--- src/common/srr_map.vh ---
// Constants for the serial register read slave: opcodes, field positions and counts.
`ifndef SRR_MAP_VH
`define SRR_MAP_VH

// Read opcodes.
`define SRR_OPC_READ      8'h03
`define SRR_OPC_FAST      8'h0B
`define SRR_OPC_DUAL      8'h3B
`define SRR_OPC_QUAD      8'h6B

// Master byte that marks the last basic read output byte.
`define SRR_LAST_MARK     8'hFF
`define SRR_DUMMY_BYTE    8'h00

// Dummy configuration word layout: three 8-bit counts.
`define SRR_DUM_INIT_LSB  0
`define SRR_DUM_INTRA_LSB 8
`define SRR_DUM_INTER_LSB 16

// Least initial dummy counts per command type.
`define SRR_MIN_DUM_READ  8'h00
`define SRR_MIN_DUM_SPI   8'h01
`define SRR_MIN_DUM_QUAD  8'h03

// DWORD address mode in address bits 15:14.
`define SRR_MODE_INC      2'h1
`define SRR_MODE_DEC      2'h2

// Bit of the first length byte that selects the 14-bit length form.
`define SRR_LEN_LONG_BIT  7

// Lane widths, bits per byte and last byte offset in a DWORD.
`define SRR_W1            4'h1
`define SRR_W2            4'h2
`define SRR_W4            4'h4
`define SRR_BYTE_BITS     4'h8
`define SRR_LAST_OFS      2'h3

// Output enables per output width; single lane drives lane 1.
`define SRR_OE_W1         4'h2
`define SRR_OE_W2         4'h3
`define SRR_OE_W4         4'hF

// Pin synchroniser reset value: select high, clock and lanes low.
`define SRR_SYNC_RST      6'h20

`endif

--- src/design/srr_pin_sync.v ---
// Two-flop synchroniser for the serial link pins.
`timescale 1ns/1ns
module srr_pin_sync #(
  parameter       W       = 6,
  parameter [5:0] RST_VAL = 6'h00
) (
  // Clock and reset
  input  wire         core_clk,
  input  wire         rstn,
  // Pins and synchronised copies
  input  wire [W-1:0] pin_raw,
  output wire [W-1:0] pin_sync
);

  reg [W-1:0] meta_q;
  reg [W-1:0] sync_q;

  genvar i;
  generate
    for (i = 0; i < W; i = i + 1) begin : g_bit
      always @(posedge core_clk or negedge rstn) begin
        if (!rstn) begin
          meta_q[i] <= RST_VAL[i];
          sync_q[i] <= RST_VAL[i];
        end else begin
          meta_q[i] <= pin_raw[i];
          sync_q[i] <= meta_q[i];
        end
      end
    end
  endgenerate

  assign pin_sync = sync_q;

endmodule // srr_pin_sync

--- src/design/srr_read_slave.v ---
// Serial read slave: opcode decode, header capture, dummy insertion and lane output.
//
// Functional notes
// - Snapshot the addressed 32-bit register at each DWORD start; shift out the copy.
// - Opcode 03h is the basic read, single-lane mode only, up to 30 MHz.
// - Basic read: two address bytes one bit per clock, then 0 to 255 dummies.
// - Basic read output starts on the fall after the last header bit, MSB first.
// - Later bits follow on each fall, straight after the prior byte or dummies.
// - Select high ends the basic read and releases the serial output pin.
// - No dummy bytes follow the final data byte; partial reads just stop.
// - Opcode 0Bh is the fast read in single- and quad-lane modes.
// - Fast read header: address, length, dummies; quad mode needs 3 or more.
// - Length counts data bytes only; 7-bit or 14-bit form.
// - Unaligned length reads send 1-3 uncounted padding bytes before data.
// - Quad fast read drives four lanes, high nibble first; released on deselect.
// - Opcode 3Bh is the dual-output read, single-lane mode only.
// - Dual output drives two lanes after the last dummy bit, high pair first.
// - Opcode 6Bh is the quad-output read, single-lane mode only.
// - Select high ends the dual-output read and releases both lanes.
// - Address bits 15:14 pick hold, increment or decrement of the DWORD address.
// - Initial, intra-DWORD and inter-DWORD dummy counts; inter alone at boundaries.
// - DWORD boundary comes from the last byte address, not a byte count.
`timescale 1ns/1ns
`include "srr_map.vh"
module srr_read_slave (
  // Clock and reset
  input  wire        core_clk,
  input  wire        rstn,
  // Serial link pins
  input  wire        serial_clk,
  input  wire        serial_select_n,
  input  wire [3:0]  quad_data_lanes,
  output reg  [3:0]  quad_data_lanes_drv,
  output reg  [3:0]  quad_data_lanes_oe,
  // Configuration
  input  wire        quad_lane_mode,
  input  wire [23:0] dummy_cfg_read,
  input  wire [23:0] dummy_cfg_fast,
  input  wire [23:0] dummy_cfg_dual,
  input  wire [23:0] dummy_cfg_quad,
  // Register fetch port
  output reg         mem_req,
  output reg  [13:0] mem_addr,
  input  wire        mem_ack,
  input  wire [31:0] mem_rdata,
  // Status
  output reg         read_busy,
  output reg         bad_opcode
);

  localparam [7:0] ST_OPC  = 8'h01;
  localparam [7:0] ST_AH   = 8'h02;
  localparam [7:0] ST_AL   = 8'h04;
  localparam [7:0] ST_L1   = 8'h08;
  localparam [7:0] ST_L2   = 8'h10;
  localparam [7:0] ST_IDUM = 8'h20;
  localparam [7:0] ST_DATA = 8'h40;
  localparam [7:0] ST_SKIP = 8'h80;

  wire [5:0] pins_s;
  srr_pin_sync #(
    .W       (6),
    .RST_VAL (`SRR_SYNC_RST)
  ) u_sync (
    .core_clk (core_clk),
    .rstn     (rstn),
    .pin_raw  ({serial_select_n, serial_clk, quad_data_lanes}),
    .pin_sync (pins_s)
  );

  wire       sel_idle = pins_s[5];
  wire       sclk_s   = pins_s[4];
  wire [3:0] lanes_s  = pins_s[3:0];

  reg        sclk_q;
  reg [7:0]  st_q;
  reg        qmode_q;
  reg [7:0]  in_sr_q;
  reg [3:0]  in_cnt_q;
  reg        is_read_q;
  reg [3:0]  ow_q;
  reg [3:0]  oe_mask_q;
  reg [7:0]  intra_q;
  reg [7:0]  inter_q;
  reg [7:0]  idum_q;
  reg [1:0]  mode_q;
  reg [11:0] dw_q;
  reg [1:0]  bofs_q;
  reg [1:0]  pad_left_q;
  reg [13:0] len_left_q;
  reg [31:0] snap_q;
  reg [7:0]  out_sr_q;
  reg [3:0]  out_cnt_q;
  reg [7:0]  dum_left_q;
  reg        cur_data_q;
  reg        fin_q;

  wire       rise = sclk_s & ~sclk_q;
  wire       fall = ~sclk_s & sclk_q;
  wire [3:0] iw   = qmode_q ? `SRR_W4 : `SRR_W1;
  wire [7:0] in_next = qmode_q ? {in_sr_q[3:0], lanes_s} : {in_sr_q[6:0], lanes_s[0]};
  wire       in_done = rise && (in_cnt_q + iw == `SRR_BYTE_BITS);

  // Opcode acceptance depends on the lane mode latched for this frame.
  wire ok_read = !qmode_q && (in_next == `SRR_OPC_READ);
  wire ok_fast = (in_next == `SRR_OPC_FAST);
  wire ok_dual = !qmode_q && (in_next == `SRR_OPC_DUAL);
  wire ok_quad = !qmode_q && (in_next == `SRR_OPC_QUAD);

  reg [23:0] cfg_sel;
  reg [7:0]  min_dum;
  reg [3:0]  ow_sel;
  reg [3:0]  oe_sel;
  always @* begin
    cfg_sel = dummy_cfg_fast;
    min_dum = qmode_q ? `SRR_MIN_DUM_QUAD : `SRR_MIN_DUM_SPI;
    ow_sel  = qmode_q ? `SRR_W4 : `SRR_W1;
    oe_sel  = qmode_q ? `SRR_OE_W4 : `SRR_OE_W1;
    if (ok_read) begin
      cfg_sel = dummy_cfg_read;
      min_dum = `SRR_MIN_DUM_READ;
      ow_sel  = `SRR_W1;
      oe_sel  = `SRR_OE_W1;
    end else if (ok_dual) begin
      cfg_sel = dummy_cfg_dual;
      min_dum = `SRR_MIN_DUM_SPI;
      ow_sel  = `SRR_W2;
      oe_sel  = `SRR_OE_W2;
    end else if (ok_quad) begin
      cfg_sel = dummy_cfg_quad;
      min_dum = `SRR_MIN_DUM_SPI;
      ow_sel  = `SRR_W4;
      oe_sel  = `SRR_OE_W4;
    end
  end

  wire [7:0] init_cfg = cfg_sel[`SRR_DUM_INIT_LSB +: 8];
  wire [7:0] init_dum = (init_cfg < min_dum) ? min_dum : init_cfg;

  // The high bits of the byte go out first on whichever lanes are in use.
  function [3:0] lane_bits;
    input [7:0] u;
    input [3:0] w;
    begin
      case (w)
        `SRR_W2: lane_bits = {2'b00, u[7:6]};
        `SRR_W4: lane_bits = u[7:4];
        default: lane_bits = {2'b00, u[7], 1'b0};
      endcase
    end
  endfunction

  wire [7:0] snap_byte = snap_q[{bofs_q, 3'b000} +: 8];
  wire       len_empty = (pad_left_q == 2'b00) && (len_left_q == 14'h0000);
  wire [3:0] out_next  = out_cnt_q + ow_q;
  wire       unit_end  = (st_q == ST_DATA) && cur_data_q && !fin_q &&
                         (is_read_q ? (in_done && out_cnt_q == 4'h0)
                                    : (fall && out_cnt_q != 4'h0 &&
                                       out_next == `SRR_BYTE_BITS));
  wire       last_byte = is_read_q ? (in_next == `SRR_LAST_MARK) : len_empty;
  wire [11:0] dw_step  = (mode_q == `SRR_MODE_INC) ? dw_q + 12'h001 :
                         (mode_q == `SRR_MODE_DEC) ? dw_q - 12'h001 : dw_q;

  always @(posedge core_clk or negedge rstn) begin
    if (!rstn) begin
      sclk_q <= 1'b0;
    end else begin
      sclk_q <= sclk_s;
    end
  end

  // Snapshot is only written by a fetch answer, so a live register cannot tear
  // while its bytes are shifted out.
  always @(posedge core_clk or negedge rstn) begin
    if (!rstn) begin
      snap_q <= 32'h00000000;
    end else if (mem_ack) begin
      snap_q <= mem_rdata;
    end
  end

  always @(posedge core_clk or negedge rstn) begin
    if (!rstn) begin
      st_q                <= ST_OPC;
      qmode_q             <= 1'b0;
      in_sr_q             <= 8'h00;
      in_cnt_q            <= 4'h0;
      is_read_q           <= 1'b0;
      ow_q                <= `SRR_W1;
      oe_mask_q           <= 4'h0;
      intra_q             <= 8'h00;
      inter_q             <= 8'h00;
      idum_q              <= 8'h00;
      mode_q              <= 2'b00;
      dw_q                <= 12'h000;
      bofs_q              <= 2'b00;
      pad_left_q          <= 2'b00;
      len_left_q          <= 14'h0000;
      out_sr_q            <= 8'h00;
      out_cnt_q           <= 4'h0;
      dum_left_q          <= 8'h00;
      cur_data_q          <= 1'b0;
      fin_q               <= 1'b0;
      mem_req             <= 1'b0;
      mem_addr            <= 14'h0000;
      quad_data_lanes_drv <= 4'h0;
      quad_data_lanes_oe  <= 4'h0;
      read_busy           <= 1'b0;
      bad_opcode          <= 1'b0;
    end else begin
      mem_req <= 1'b0;
      if (sel_idle) begin
        // Deselect drops all partial state and releases every lane.
        st_q               <= ST_OPC;
        in_cnt_q           <= 4'h0;
        out_cnt_q          <= 4'h0;
        fin_q              <= 1'b0;
        cur_data_q         <= 1'b0;
        quad_data_lanes_oe <= 4'h0;
        dum_left_q         <= 8'h00;
        read_busy          <= 1'b0;
        bad_opcode         <= 1'b0;
        qmode_q            <= quad_lane_mode;
      end else begin
        quad_data_lanes_oe <= (st_q == ST_DATA) ? oe_mask_q : 4'h0;
        read_busy          <= (st_q != ST_OPC) && (st_q != ST_SKIP);
        if (rise) begin
          in_sr_q  <= in_next;
          in_cnt_q <= (in_cnt_q + iw == `SRR_BYTE_BITS) ? 4'h0 : in_cnt_q + iw;
        end
        case (st_q)
          ST_OPC: if (in_done) begin
            if (ok_read || ok_fast || ok_dual || ok_quad) begin
              is_read_q <= ok_read;
              ow_q      <= ow_sel;
              oe_mask_q <= oe_sel;
              intra_q   <= cfg_sel[`SRR_DUM_INTRA_LSB +: 8];
              inter_q   <= cfg_sel[`SRR_DUM_INTER_LSB +: 8];
              idum_q    <= init_dum;
              st_q      <= ST_AH;
            end else begin
              bad_opcode <= 1'b1;
              st_q       <= ST_SKIP;
            end
          end
          ST_AH: if (in_done) begin
            mode_q    <= in_next[7:6];
            dw_q[11:6] <= in_next[5:0];
            st_q      <= ST_AL;
          end
          ST_AL: if (in_done) begin
            dw_q[5:0] <= in_next[7:2];
            mem_req   <= 1'b1;
            mem_addr  <= {dw_q[11:6], in_next[7:2], 2'b00};
            if (is_read_q) begin
              bofs_q     <= in_next[1:0];
              pad_left_q <= 2'b00;
              st_q       <= (idum_q == 8'h00) ? ST_DATA : ST_IDUM;
            end else begin
              bofs_q     <= 2'b00;
              pad_left_q <= in_next[1:0];
              st_q       <= ST_L1;
            end
          end
          ST_L1: if (in_done) begin
            if (in_next[`SRR_LEN_LONG_BIT]) begin
              len_left_q <= {in_next[5:0], 8'h00};
              st_q       <= ST_L2;
            end else begin
              len_left_q <= {7'h00, in_next[6:0]};
              st_q       <= ST_IDUM;
            end
          end
          ST_L2: if (in_done) begin
            len_left_q[7:0] <= in_next;
            st_q            <= ST_IDUM;
          end
          ST_IDUM: if (in_done) begin
            idum_q <= idum_q - 8'h01;
            if (idum_q == 8'h01) begin
              st_q <= ST_DATA;
            end
          end
          ST_DATA: begin
            if (fall && !fin_q) begin
              if (out_cnt_q == 4'h0) begin
                if (dum_left_q != 8'h00) begin
                  dum_left_q          <= dum_left_q - 8'h01;
                  cur_data_q          <= 1'b0;
                  quad_data_lanes_drv <= lane_bits(`SRR_DUMMY_BYTE, ow_q);
                  out_sr_q            <= `SRR_DUMMY_BYTE;
                  out_cnt_q           <= ow_q;
                end else if (!is_read_q && len_empty) begin
                  fin_q <= 1'b1;
                end else begin
                  cur_data_q          <= 1'b1;
                  quad_data_lanes_drv <= lane_bits(snap_byte, ow_q);
                  out_sr_q            <= snap_byte << ow_q;
                  out_cnt_q           <= ow_q;
                  if (pad_left_q != 2'b00) begin
                    pad_left_q <= pad_left_q - 2'b01;
                  end else if (!is_read_q) begin
                    len_left_q <= len_left_q - 14'h0001;
                  end
                end
              end else begin
                quad_data_lanes_drv <= lane_bits(out_sr_q, ow_q);
                out_sr_q            <= out_sr_q << ow_q;
                out_cnt_q           <= (out_next == `SRR_BYTE_BITS) ? 4'h0 : out_next;
              end
            end
            if (unit_end) begin
              if (last_byte) begin
                fin_q <= 1'b1;
              end else begin
                bofs_q <= bofs_q + 2'b01;
                if (bofs_q == `SRR_LAST_OFS) begin
                  // Boundary from the byte address just sent, then refetch.
                  dum_left_q <= inter_q;
                  dw_q       <= dw_step;
                  mem_req    <= 1'b1;
                  mem_addr   <= {dw_step, 2'b00};
                end else begin
                  dum_left_q <= intra_q;
                end
              end
            end
          end
          ST_SKIP: st_q <= ST_SKIP;
          default: begin
            st_q <= ST_SKIP;
          end
        endcase
      end
    end
  end

endmodule // srr_read_slave

--- config.mk ---
export PLATFORM = sky130hd
export DESIGN_NAME = srr_read_slave
export DESIGN_NICKNAME = d
export VERILOG_FILES = /design/src/design/srr_pin_sync.v /design/src/design/srr_read_slave.v
export VERILOG_INCLUDE_DIRS = /design/src /design/src/common
export SDC_FILE = /design/constraint.sdc
export NUM_CORES = 1
export LEC_CHECK = 0
export ABC_AREA = 1
export ABC_CLOCK_PERIOD_IN_PS = 9300
export BUFFER_PORTS_ARGS = -buffer_cell sky130_fd_sc_hd__buf_2
export CAP_MARGIN = 0
export CELL_PAD_IN_SITES_DETAIL_PLACEMENT = 1
export CELL_PAD_IN_SITES_GLOBAL_PLACEMENT = 1
export CORE_ASPECT_RATIO = 0.75
export CORE_MARGIN = 4
export CORE_UTILIZATION = 45
export DETAILED_ROUTE_END_ITERATION = 10
export PLACE_DENSITY = 0.91
export SLEW_MARGIN = 0
export SYNTH_ARGS = -nofsm -noshare
export SYNTH_HDL_FRONTEND = slang
export SYNTH_SLANG_ARGS = --single-unit
--- constraint.sdc ---
create_clock -name core_clk -period 9.3 [get_ports core_clk]
set_clock_uncertainty 0.2 [all_clocks]
set_input_delay 0.93 -clock core_clk [delete_from_list [all_inputs] [get_ports core_clk]]
set_output_delay 0.93 -clock core_clk [all_outputs]
set_load 0.01 [all_outputs]
# Yosys cells after proc, flatten, opt, wreduce, memory -nomap -nowiden
# Cells that the tools add are included.
# op_classes
n_lt_le_gt_ge,1
div_mod_pow,0
n_reduce_logical,53
shift,3
muxes,127
n_bitwise,5
n_addsub,9
n_mul,0
eq_ne,51
# ops
op,n
8-bit 2-to-1 mux,27
14-bit 2-to-1 mux,12
4-bit 2-to-1 mux,20
24-bit 2-to-1 mux,3
12-bit 2-to-1 mux,5
8-bit case mux with 7 select lines,1
6-bit case mux with 2 select lines,3
32-bit by 6-bit variable part select with 8-bit output,1
2-bit 2-to-1 mux,14
14-bit case mux with 2 select lines,1
1-bit 2-to-1 mux,26
2-bit inequality test (second input constant),13
3-bit by 2-bit inequality test with 1-bit output (second input constant),8
8-bit case mux with 3 select lines,1
2-bit nonzero test,11
6-bit 2-to-1 mux,3
8-bit by 1-bit equality test with 1-bit output (second input constant),2
8-bit by 2-bit equality test with 1-bit output (second input constant),2
8-bit by 4-bit equality test with 1-bit output (second input constant),2
8-bit by 6-bit equality test with 1-bit output (second input constant),2
8-bit by 7-bit equality test with 1-bit output (second input constant),2
4-bit case mux with 2 select lines,2
8-bit case mux with 2 select lines,1
8-bit AND reduction,2
other kinds (46),85
# totals
memories,0
register_bits,177
mem_bits_rw,0
mem_bits_ro,0
latch_bits,0
in_bits,138
output_inout_bits,25

# Depth between registers and ports, before layout
# Gate-level depths: netlist (run 1).
# logic_depth
ltp_word,11
ltp_mapped,23

# Cells and area by module
# From an unflattened synthesis (run 1), not the netlist that was laid out.
# hier_totals
hier_cells,1421
area_unflattened_um2,10526.3
# modules_own_cells
module,cells_each,seq_area_each_um2,n_inst,area_each_um2
srr_read_slave,1409,3856.2,1,10223.6
srr_pin_sync,12,302.8,1,302.8

# Worst setup path after synthesis (run 1)
# Ideal clock, no wire load.
# synth_path
kind,register to register
start,register qmode_q
end,register dum_left_q[0]
path_buffers,3
arrival_time_ns,2.707
stages_incl_launch_ff,17
slack_ns,6.265
synth_period_minus_slack_ns,3.035
required_ns,8.971
path_cell_list,dfrtp_1 inv_2 buf_6 clkbuf_1 ha_1 ha_1 xnor2_1 nand3_1 nor2_1 nand2_2 o21ai_1 inv_1 nor2_1 nand3_1 buf_2 o21ai_0 o22ai_1
# synth_via
elab_chain_cells,10
elab_cells_between_ends,14
classes_between,add/sub: 1; eq/ne: 2; mux: 8; reduce/logical: 3
# synth_lines
item,line,source
from (decl),srr_read_slave.v:77,reg qmode_q;
from (signal assigned),srr_read_slave.v:223,qmode_q <= quad_lane_mode;
3-bit 2-to-1 mux (no line),--,
4-bit by 3-bit adder with 4-bit output,srr_read_slave.v:102,wire in_done = rise && (in_cnt_q + iw == `SRR_BYTE_BITS);
4-bit equality test (no line),--,
1-bit logical AND,srr_read_slave.v:102,
1-bit logical AND,srr_read_slave.v:157,(is_read_q ? (in_done && out_cnt_q == 4'h0)
1-bit 2-to-1 mux,srr_read_slave.v:157,
1-bit logical AND,srr_read_slave.v:156,wire unit_end = (st_q == ST_DATA) && cur_data_q && !fin_q &&
8-bit 2-to-1 mux *,srr_read_slave.v:312,if (unit_end) begin
8-bit 2-to-1 mux *,srr_read_slave.v:231,case (st_q)
8-bit 2-to-1 mux *,srr_read_slave.v:212,if (sel_idle) begin
to (signal assigned),srr_read_slave.v:288,dum_left_q <= dum_left_q - 8'h01;
to (signal assigned),srr_read_slave.v:319,dum_left_q <= inter_q;
to (signal assigned),srr_read_slave.v:324,dum_left_q <= intra_q;
to (decl),srr_read_slave.v:94,reg [7:0] dum_left_q;
# Mark *: on every way between the ends. The rest lies on a longest branch, timed or not. The select of a mux whose other input is x is not followed.
# A chain may end at the register's enable or synchronous reset.

# Worst setup path after layout (run 1)
# layout_path
start,register qmode_q
end,register bofs_q[1]
# layout_via
elab_chain_cells,9
elab_cells_between_ends,17
classes_between,add/sub: 1; eq/ne: 5; mux: 7; reduce/logical: 4
# layout_lines
item,line,source
3-bit 2-to-1 mux (no line),--,
4-bit by 3-bit adder with 4-bit output,srr_read_slave.v:102,
4-bit equality test (no line),--,
1-bit logical AND,srr_read_slave.v:102,
1-bit logical AND,srr_read_slave.v:157,
1-bit 2-to-1 mux,srr_read_slave.v:157,
1-bit logical AND,srr_read_slave.v:156,
2-bit inequality test (no line),--,
5-bit AND reduction (no line),--,
to (signal assigned),srr_read_slave.v:256,bofs_q <= in_next[1:0];
to (signal assigned),srr_read_slave.v:316,bofs_q <= bofs_q + 2'b01;
to (decl),srr_read_slave.v:88,reg [1:0] bofs_q;
# Parallel ways exist; a longest one is shown, timed or not. The select of a mux whose other input is x is not followed.

==> results.toml, run 1 <==
[timing]
relSlewSlack = 0.249
grt_setup_unrepaired = "false"
worst_pin_slew_ns = 1.12
setup_viol = 0
fin_crit_ns = 4.21
min_period_over_period = 0.452
clock.fmax_mhz = 238
tns_ns = 0
hold_viol = 0
timing.final.max_slew_violations = 0
finalWorstSetupSlack_ns = 5.09

[pwr]
p_clk_frac = 0.419
p_leak_nw = 6.26
combPwrFrac = 0.162
power_frac_seq = 0.419
intPower_mw = 1.29
power.density_nw_per_um2 = 154
switching_power_mw = 0.575
switching_share = 0.308
vdd_ir_drop_max_v = 0.000130

[critical_path]
critical_path.endpoint_type = "flop"
cpPeakStageDelay_ns = 0.70
critPathMaxFanout = 24
crit_type = "flop to flop"
required_ns = 9.47
critPathBufInv = 4
crit_slowest_cell = "dfrtp_1"
crit_path_start_kind = "flop"
path_cells = "inv_2 -> ha_1 -> ha_1 -> xnor2_1 -> nand3_1 -> nor2_1 -> nand2_2 -> o21ai_1 -> inv_1 -> nor2_1 -> nand3_1 -> inv_2 -> o21bai_1 -> nand2_1 -> nand2_1 -> inv_1"
crit_family = "simple AND/OR/NAND/NOR gates"
crit_arrival_ns = 4.38

[cts]
root_buffer = "clkbuf_16"
cts.clk_slew.worst_paths_ns = 0.07
cts_setup_buffers = 0
clk_latency_ns = 0.45
cts-resized-gates = 0
cts_hold_buf = 0
cts_made_buffers = 17
cts_tree = "done"
clk_path_buf_depth = 2
htreeDepth = 4
cts.sinks = 166

[finish]
fillers = 2989
area_growth_pct = 14.4
num-nets-final = 1732
drive_gt1_frac = 0.170
num_antenna_cells = 0
final_area_sq_um = 12100

[placement]
port_buffers = 160
place_area_sq_um = 11500
hpwl_um = 26600
place_ws_ns = 5.35
gp_congestion = 0.946

[global_routing]
antenna_found_initial = 0
grt_pass1_vias = 11200
grt_pass1_wl_um = 59100
track_usage = 0.282
gr-total-overflow = 0
grt_max_degree = 95

[synthesis]
synth_largest_area_cell = "dfrtp_1"
async_reset_ff_frac = 1.00
yosysMostFrequentCell = "nand2_1"
ys_seq_area_frac = 0.393
synth.avg_cell_area_sq_um = 7.28
synthTopCellsByCount = "nand2_1 (347), inv_1 (191), dfrtp_1 (162)"
syn_area_sq_um = 10600
synth_cell_types = 58
yosys-top-cells-area = "dfrtp_1 (38%), nand2_1 (12%), o21ai_0 (7.4%), inv_1 (6.8%), nor2_1 (3.9%)"
synth_cells = 1453
synth_top_cell_area_share = 0.383
ys_seq_elements = 166
yosysWarningCount = 0
synth_flop_cell = "dfrtp_1"
synth_edf_count = 0

[routing]
drt-pass1-iter-count = 5
drc_errors = 0
ant_nets = 0
routed_wl_um = 36200
avgViaCountPerCell = 5.62
drtIter0Drc = 732
post_drt_wl_per_cell_um = 19.2
route.vias.total = 10600

[min_path]
hp-class = "flop to flop"

[floorplan]
placementRows = 48
core-area_sq_um = 23100
dieArea_sq_um = 26100
pin_count = 163
initial_core_util = 0.459
chipWidth_um = 185
fp.dieH_um = 141

[run_status]
status = "completed"

[flow_run]
maxCapViolCount = 0
-- power groups by stage --
stage          Combinational (mW)  Clock, mW  Sequential, mW
2_1_floorplan               0.189          0           0.783
3_3_place_gp                0.286          0           0.792
3_5_place_dp                0.297          0           0.794
4_1_cts                     0.300      0.789           0.781
5_1_grt                     0.338      0.820           0.785
6_report                    0.303      0.781           0.782
-- path summary, 6_finish.rpt --
check                                           startpoint                            to  slack (ns)  cells past startpoint
max in group asynchronous                             rstn           qmode_q$_DFFE_PN0P_        7.05                      2
worst max register to register         qmode_q$_DFFE_PN0P_         bofs_q[1]$_DFFE_PN0P_        5.09                     16
worst max-delay path                   qmode_q$_DFFE_PN0P_         bofs_q[1]$_DFFE_PN0P_        5.09                     16
worst min register to register  u_sync.meta_q[1]$_DFF_PN0_  u_sync.pin_sync[1]$_DFF_PN0_        0.15                      0
min in group asynchronous                             rstn        snap_q[16]$_DFFE_PN0P_        0.32                      1
worst min-delay path            u_sync.meta_q[1]$_DFF_PN0_  u_sync.pin_sync[1]$_DFF_PN0_        0.15                      0
-- sequential cells by signal, summed over array words and instances (netlist names), 2 cells and up --
signal	flops
u_sync.meta_q	6
st_q	8
quad_data_lanes_oe	3
mode_q	2
dum_left_q	8
in_sr_q	7
dw_q	11
pad_left_q	2
out_cnt_q	4
in_cnt_q	4
len_left_q	14
mem_addr	7
snap_q	32
oe_mask_q	3
intra_q	8
idum_q	8
bofs_q	2
quad_data_lanes_drv	4
ow_q	3
out_sr_q	8
u_sync.pin_sync	6
inter_q	8
-- kinds of logic (layout without fill, tap and decap cells) --
| group | Yosys count | in the layout | synth area share |
|---|---|---|---|
| other | 1 | 2 | 0.000354 |
| DFF | 166 | 166 | 0.393 |
| muxes | 29 | 29 | 0.0300 |
| adders and majority gates | 18 | 18 | 0.0220 |
| and+or+nand+nor | 643 | 643 | 0.270 |
| xor gates and xnor gates | 17 | 17 | 0.0141 |
| buffers and inverters | 262 | 397 | 0.101 |
| AOI/OAI and AO/OA | 317 | 317 | 0.169 |
-- final cells by class --
| type | count | area, sq um | share of cell area |
|---|---|---|---|
| multi-input cells | 1026 | 5360 | 0.443 |
| flip-flops and latches | 166 | 4160 | 0.344 |
| repair buffers | 162 | 822 | 0.0679 |
| inverters | 203 | 762 | 0.0630 |
| clock buffers | 18 | 439 | 0.0363 |
| well taps | 300 | 375 | 0.0310 |
| clock inverters | 14 | 189 | 0.0156 |
-- layer usage --
metal / up-vias / part of all wire / track usage / wire [um]
met5: - / 0 / 0 / 0
met4: 0 / 0.020 / 0.0718 / 716
met3: 52 / 0.053 / 0.0482 / 1900
met2: 348 / 0.48 / 0.472 / 17200
met1: 5186 / 0.45 / 0.383 / 16300
li1: 5024 / - / - / -
-- worst register-to-register path, stage by stage, from the launching register on --
cell	delay, ns
dfrtp_1	0.70
inv_2	0.37
ha_1	0.34
ha_1	0.19
xnor2_1	0.19
nand3_1	0.17
nor2_1	0.25
nand2_2	0.19
o21ai_1	0.22
inv_1	0.07
nor2_1	0.15
nand3_1	0.43
inv_2	0.28
o21bai_1	0.11
nand2_1	0.12
nand2_1	0.08
inv_1	0.09
-- layout by cell type, fill, tap and decap left out, drive strengths merged, types with 2 or more instances in the layout --
master	count
nand2	363
inv	205
o21ai	171
dfrtp	162
buf	162
nor2	125
nand3	79
a21oi	69
nand4	33
nor3	27
mux2	22
clkbuf	18
ha	17
o211ai	15
xor2	13
o21a	13
o22ai	13
clkinv	8
mux2i	7
a22oi	6
o221ai	5
a31oi	5
nor4	5
or2	5
xnor2	4
o31ai	4
a22o	4
o2111ai	4
dfstp	4
and3	3
bufinv	3
nor3b	2
a21o	2
conb	2
-- metrics by stage --
stage               utilization  hold slack, ns  std cells  power (mW)
floorplan                     -           0.131       1454       0.972
global placement          0.498           0.132       1857        1.08
detailed placement        0.498           0.141       1857        1.09
CTS                       0.525           0.152       1889        1.87
global route              0.525           0.160       1889        1.94
finish                    0.525           0.149       1889        1.87
No activity file was read; power rests on OpenSTA's default activity.
==> inputs of run 2 (changes only) <==
--- a/config.mk
+++ b/config.mk
@@ -7,16 +7,16 @@
 export NUM_CORES = 1
 export LEC_CHECK = 0
 export ABC_AREA = 1
-export ABC_CLOCK_PERIOD_IN_PS = 9300
+export ABC_CLOCK_PERIOD_IN_PS = 3600
 export BUFFER_PORTS_ARGS = -buffer_cell sky130_fd_sc_hd__buf_2
 export CAP_MARGIN = 0
 export CELL_PAD_IN_SITES_DETAIL_PLACEMENT = 1
 export CELL_PAD_IN_SITES_GLOBAL_PLACEMENT = 1
 export CORE_ASPECT_RATIO = 0.75
 export CORE_MARGIN = 4
-export CORE_UTILIZATION = 45
+export CORE_UTILIZATION = 38
 export DETAILED_ROUTE_END_ITERATION = 10
-export PLACE_DENSITY = 0.91
+export PLACE_DENSITY = 0.83
 export SLEW_MARGIN = 0
 export SYNTH_ARGS = -nofsm -noshare
 export SYNTH_HDL_FRONTEND = slang
==> constraint.sdc (replaced) <==
create_clock -name core_clk -period 3.6 [get_ports core_clk]
set_clock_uncertainty 0.2 [all_clocks]
set_input_delay 0.36 -clock core_clk [delete_from_list [all_inputs] [get_ports core_clk]]
set_output_delay 0.36 -clock core_clk [all_outputs]
set_load 0.01 [all_outputs]
==> run 2 against run 1 <==
Effect of this change:
- first-iteration DRC count up 0.14%
- wire length rose by 2.7%
- critical path depth is 4 lower
==> results.toml, run 2 (same netlist as run 1, synthesis figures left out) <==
[placement]
place_area_sq_um = 11700
port_buffers = 160
dp_cells = 1930
gp_congestion = 0.875
place_ws_ns = 0.318
hpwl_um = 26600

[timing]
timing.final.max_slew_violations = 0
finalWorstSetupSlack_ns = 0.241
clock.fmax_mhz = 298
setup_viol = 0
fin_crit_ns = 3.36
worst_pin_slew_ns = 0.967
min_period_over_period = 0.933
hold_viol = 0
grt_setup_unrepaired = "false"
tns_ns = 0
whs_ns = 0.00794
relSlewSlack = 0.355

[global_routing]
track_usage = 0.242
gr-total-overflow = 0
grt_max_degree = 83
grt_pass1_vias = 11600
antenna_found_initial = 4
grt_pass1_wl_um = 60900

[min_path]
hp-class = "primary input to flop"

[cts]
htreeDepth = 4
cts.clk_slew.worst_paths_ns = 0.06
cts_made_buffers = 17
clk_path_buf_depth = 2
clk_latency_ns = 0.46
cts_tree = "done"
root_buffer = "clkbuf_16"
cts.sinks = 166

[critical_path]
worstReg2RegStart = "qmode_q$_DFFE_PN0P_"
critPathMaxFanout = 13
crit_arrival_ns = 3.54
reg2regPathDepth = 12
crit_type = "flop to flop"
critical_path.endpoint_type = "flop"
crit_path_start_kind = "flop"
required_ns = 3.79
startpoint = "qmode_q$_DFFE_PN0P_"
r2r-end = "inter_q[3]$_DFFE_PN0P_"
r2r_slack_ns = 0.24
endpoint = "inter_q[3]$_DFFE_PN0P_"

[pwr]
power_frac_seq = 0.426
vdd_ir_drop_max_v = 0.000352
combPwrFrac = 0.175
switching_power_mw = 1.43
switching_share = 0.302
intPower_mw = 3.30
p_clk_frac = 0.398
power.density_nw_per_um2 = 369
finalPower_mw = 4.73
p_leak_nw = 6.55

[finish]
fillers = 3495
num-nets-final = 1806
area_growth_pct = 21.2
drive_gt1_frac = 0.176
fin_util = 0.472
stdcell_count = 2017
layout_commonest_cell = "nand2_1"
final_cell_mix = "nand2_1 (347), inv_1 (191), dfrtp_1 (162)"
multi_input_area_sq_um = 5360
final_area_sq_um = 12800
top_regs = "snap_q (32), len_left_q (14), dw_q (11)"
seq_area_sq_um = 4160
largest-register = "snap_q"
largest_reg_flops = 32

[floorplan]
fp.dieH_um = 152
initial_core_util = 0.389
pin_count = 163
dieArea_sq_um = 30600
chipWidth_um = 201
core-area_sq_um = 27200
placementRows = 52

[run_status]
status = "completed"

[routing]
post_drt_wl_per_cell_um = 18.4
route.vias.total = 10900
drc_errors = 0
drtIter0Drc = 733
avgViaCountPerCell = 5.39
routed_wl_um = 37200
drt-pass1-iter-count = 5
ant_nets = 0

[flow_run]
maxCapViolCount = 0
## run 2: routing by layer
metal  track usage  vias up  routed length (um)
met4        0.0603        2                 657
met1         0.329     5354               17000
met5             0        -                  13
met3        0.0434       48                1800
li1              -     5181                   -
met2         0.401      293               17700
## run 2: worst min-delay path by stage
stage / startpoint / to / slack, ns / cells after the start
final: dummy_cfg_read[15] / intra_q[7]$_DFFE_PN0P_ / 0.008 / 3
after global routing: dummy_cfg_read[15] / intra_q[7]$_DFFE_PN0P_ / 0.02 / 3
after CTS: dummy_cfg_read[15] / intra_q[7]$_DFFE_PN0P_ / 0.005 / 3
after detailed placement: u_sync.meta_q[4]$_DFF_PN0_ / u_sync.pin_sync[4]$_DFF_PN0_ / 0.14 / 0
after global placement: u_sync.meta_q[0]$_DFF_PN0_ / u_sync.pin_sync[0]$_DFF_PN0_ / 0.13 / 0
after floorplan: rstn / bad_opcode$_DFFE_PN0P_ / -0.14 / 0
## run 2: layout make-up
cell class / count / area share
Multi-Input combinational cell: 1026 / 0.418
Sequential cell: 166 / 0.324
Timing Repair Buffer: 236 / 0.119
Inverter: 203 / 0.0594
Clock buffer: 23 / 0.0365
Tap cell: 351 / 0.0342
Clock inverter: 9 / 0.00800
Antenna cell: 3 / 0.000585
## run 2: what timing repair did
item / 4_1_cts / 5_1_grt
endpoints found under the hold margin: 122 / 0
endpoints found under the setup margin: 0 / 12
resized for setup: 0 / 1
setup buffers: 0 / 3
hold buffers: 49 / 0
## run 2: power groups by stage
stage | Clock (mW) | Combinational (mW) | Sequential (mW)
floorplan | 0 | 0.489 | 2.02
global placement | 0 | 0.750 | 2.04
detailed placement | 0 | 0.776 | 2.05
CTS | 1.88 | 0.821 | 2.01
global route | 1.99 | 0.927 | 2.03
finish | 1.88 | 0.829 | 2.02
## run 2: worst max-delay path, cell delays in order (launching register included)
cell and delay (ns):
dfrtp_1 0.41, inv_2 0.21, nand2_2 0.10, nand2_2 0.22, nand2_1 0.14, nor2_4 0.26
nand3_4 0.20, o211ai_2 0.19, nand2_4 0.15, nor2_4 0.21, nand2_1 0.20, o2111ai_1 0.23
dlygate4sd3_1 0.57
==> inputs of run 3 (changes only) <==
--- a/config.mk
+++ b/config.mk
@@ -14,9 +14,10 @@
 export CELL_PAD_IN_SITES_GLOBAL_PLACEMENT = 1
 export CORE_ASPECT_RATIO = 0.75
 export CORE_MARGIN = 4
-export CORE_UTILIZATION = 38
+export CORE_UTILIZATION = 39
+export CTS_BUF_LIST = sky130_fd_sc_hd__clkbuf_8
 export DETAILED_ROUTE_END_ITERATION = 10
-export PLACE_DENSITY = 0.83
+export PLACE_DENSITY = 0.84
 export SLEW_MARGIN = 0
 export SYNTH_ARGS = -nofsm -noshare
 export SYNTH_HDL_FRONTEND = slang
==> run 3 against run 2 <==
Effect of this change:
- worst hold slack improved by 0.014 ns
- combinational power rose by 2%
- global-route usage up 0.85 points
- first-iteration DRC count down 12%
- non-clock buffer count is 8 higher
- via count about the same
- final area is 0.62% lower
- setup slack lost 0.0069 ns
- final cell count decreased by 0.15%
- sequential cell count unchanged
- critical path type unchanged
==> results.toml, run 3 (same netlist as run 1, synthesis figures left out) <==
[critical_path]
crit_path_start_kind = "flop"
path_cells = "inv_2 -> nand2_1 -> nand2_2 -> nand3_2 -> nor2_8 -> nor2_4 -> o211ai_2 -> nand2_4 -> nor2_4 -> buf_4 -> nand4_1 -> dlygate4sd3_1 -> o21a_1"
worstReg2RegStart = "qmode_q$_DFFE_PN0P_"
critical_path.endpoint_type = "flop"
r2r-end = "inter_q[2]$_DFFE_PN0P_"
crit_family = "simple AND/OR/NAND/NOR gates"
cpPeakStageDelay_ns = 0.57
r2r_slack_ns = 0.23
cp_common_cell = "nor2_4"
critPathBufInv = 3
critPathMaxFanout = 19
required_ns = 3.79
reg2regPathDepth = 13
crit_arrival_ns = 3.55
crit_type = "flop to flop"
crit_slowest_cell = "dlygate4sd3_1"

[timing]
setup_viol = 0
fin_crit_ns = 3.37
relSlewSlack = 0.454
worst_pin_slew_ns = 0.819
finalWorstSetupSlack_ns = 0.234
timing.final.max_slew_violations = 0
clock.fmax_mhz = 297
min_period_over_period = 0.935
hold_viol = 0
tns_ns = 0

[floorplan]
dieArea_sq_um = 29900
placementRows = 51
fp.dieH_um = 151
chipWidth_um = 198
core-area_sq_um = 26400
initial_core_util = 0.401
pin_count = 163

[global_routing]
antenna_found_initial = 0
track_usage = 0.250
grt_pass1_vias = 11500
grt_pass1_wl_um = 59800
gr-total-overflow = 0
grt_max_degree = 57

[min_path]
min-delay-start = "dummy_cfg_dual[17]"
holdPathStages = 4
worstHoldEndpoint = "inter_q[1]$_DFFE_PN0P_"
hp-class = "primary input to flop"

[placement]
dp_cells = 1924
hpwl_um = 26900
port_buffers = 160
gp_congestion = 0.915
place_ws_ns = 0.297

[cts]
clk_latency_ns = 0.50
htreeDepth = 4
cts.clk_slew.worst_paths_ns = 0.09
cts_tree = "done"
cts_made_buffers = 17
clk_path_buf_depth = 2
cts.sinks = 166
root_buffer = "clkbuf_8"

[run_status]
status = "completed"

[finish]
num_antenna_cells = 0
layout_commonest_cell = "nand2_1"
stdcell_count = 2014
multi_input_area_sq_um = 5370
largest-register = "snap_q"
fin_util = 0.484
largest_reg_flops = 32
num-nets-final = 1814
drive_gt1_frac = 0.178
seq_area_sq_um = 4160
area_growth_pct = 20.5
final_cell_mix = "nand2_1 (347), inv_1 (192), dfrtp_1 (162)"
fillers = 3405
top_regs = "snap_q (32), len_left_q (14), dw_q (11)"

[routing]
drt-pass1-iter-count = 5
drc_errors = 0
drtIter0Drc = 647
route.vias.total = 10900
ant_nets = 0
post_drt_wl_per_cell_um = 18.1
routed_wl_um = 36500
avgViaCountPerCell = 5.40

[pwr]
finalPower_mw = 4.40
vdd_ir_drop_max_v = 0.000237
power.density_nw_per_um2 = 345
p_leak_nw = 6.52

[flow_run]
maxCapViolCount = 0
## run 3: changes by cell type in the layout (fill, tap and decap cells not counted), moves of 2 or more
cell	previous run	this run
clkbuf_8	2	19
clkbuf_1	4	0
diode_2	3	0
bufinv_16	2	4
dlygate4sd3_1	49	55
clkbuf_16	17	0
clkinv_2	4	1
buf_4	25	28
clkinv_4	0	2
## run 3: worst min-delay path, cell delays in order
cell,delay (ns)
buf_2,0.08
nand2_1,0.05
nand4_1,0.08
o21a_1,0.11
## run 3: per-layer routing
metal,up-vias,part of all wire,track usage
met4,0,0.016,0.0602
met3,47,0.056,0.0418
met2,330,0.47,0.416
met1,5319,0.46,0.343
met5,-,0,0
li1,5185,-,-
## run 3: power by group
group	switching, mW	internal [mW]	total (mW)
Sequential	0.0619	1.95	2.01
Combinational	0.552	0.295	0.847
Clock	0.756	0.789	1.54
Total	1.37	3.03	4.40
## run 3: final cells by class
type                       count  share of cell area
inverter                     203              0.0598
sequential                   166               0.326
clock buffer                  19              0.0205
timing repair buffer         244               0.125
tap                          344              0.0338
multi-input combinational   1026               0.421
clock inverter                12              0.0139
## run 3: how the worst max path moves through the flow
stage	from	to	slack, ns	depth (start not counted)
floorplan	qmode_q$_DFFE_PN0P_	dum_left_q[0]$_DFFE_PN0N_	0.56	16
global placement	qmode_q$_DFFE_PN0P_	dw_q[2]$_DFFE_PN0P_	0.53	15
detailed placement	qmode_q$_DFFE_PN0P_	dw_q[0]$_DFFE_PN0P_	0.30	15
CTS	qmode_q$_DFFE_PN0P_	inter_q[2]$_DFFE_PN0P_	0.19	12
global route	qmode_q$_DFFE_PN0P_	mem_addr[12]$_DFFE_PN0P_	-0.02	17
finish	qmode_q$_DFFE_PN0P_	inter_q[2]$_DFFE_PN0P_	0.23	13
## run 3: stage by stage
stage / cell area (sq um) / hold WS, ns
2_1_floorplan: 10600 / -0.136
3_3_place_gp: 11700 / 0.122
3_5_place_dp: 11700 / 0.125
4_1_cts: 12700 / 0.00566
5_1_grt: 12700 / 0.0403
6_report: 12700 / 0.0222
## run 3: repair_timing
action                                  in CTS  in global routing
endpoints found under the setup margin       0                 18
hold endpoints to repair                    92                  0
resized for setup                            0                  2
buffers inserted                             0                  4
hold buffers                                55                  0
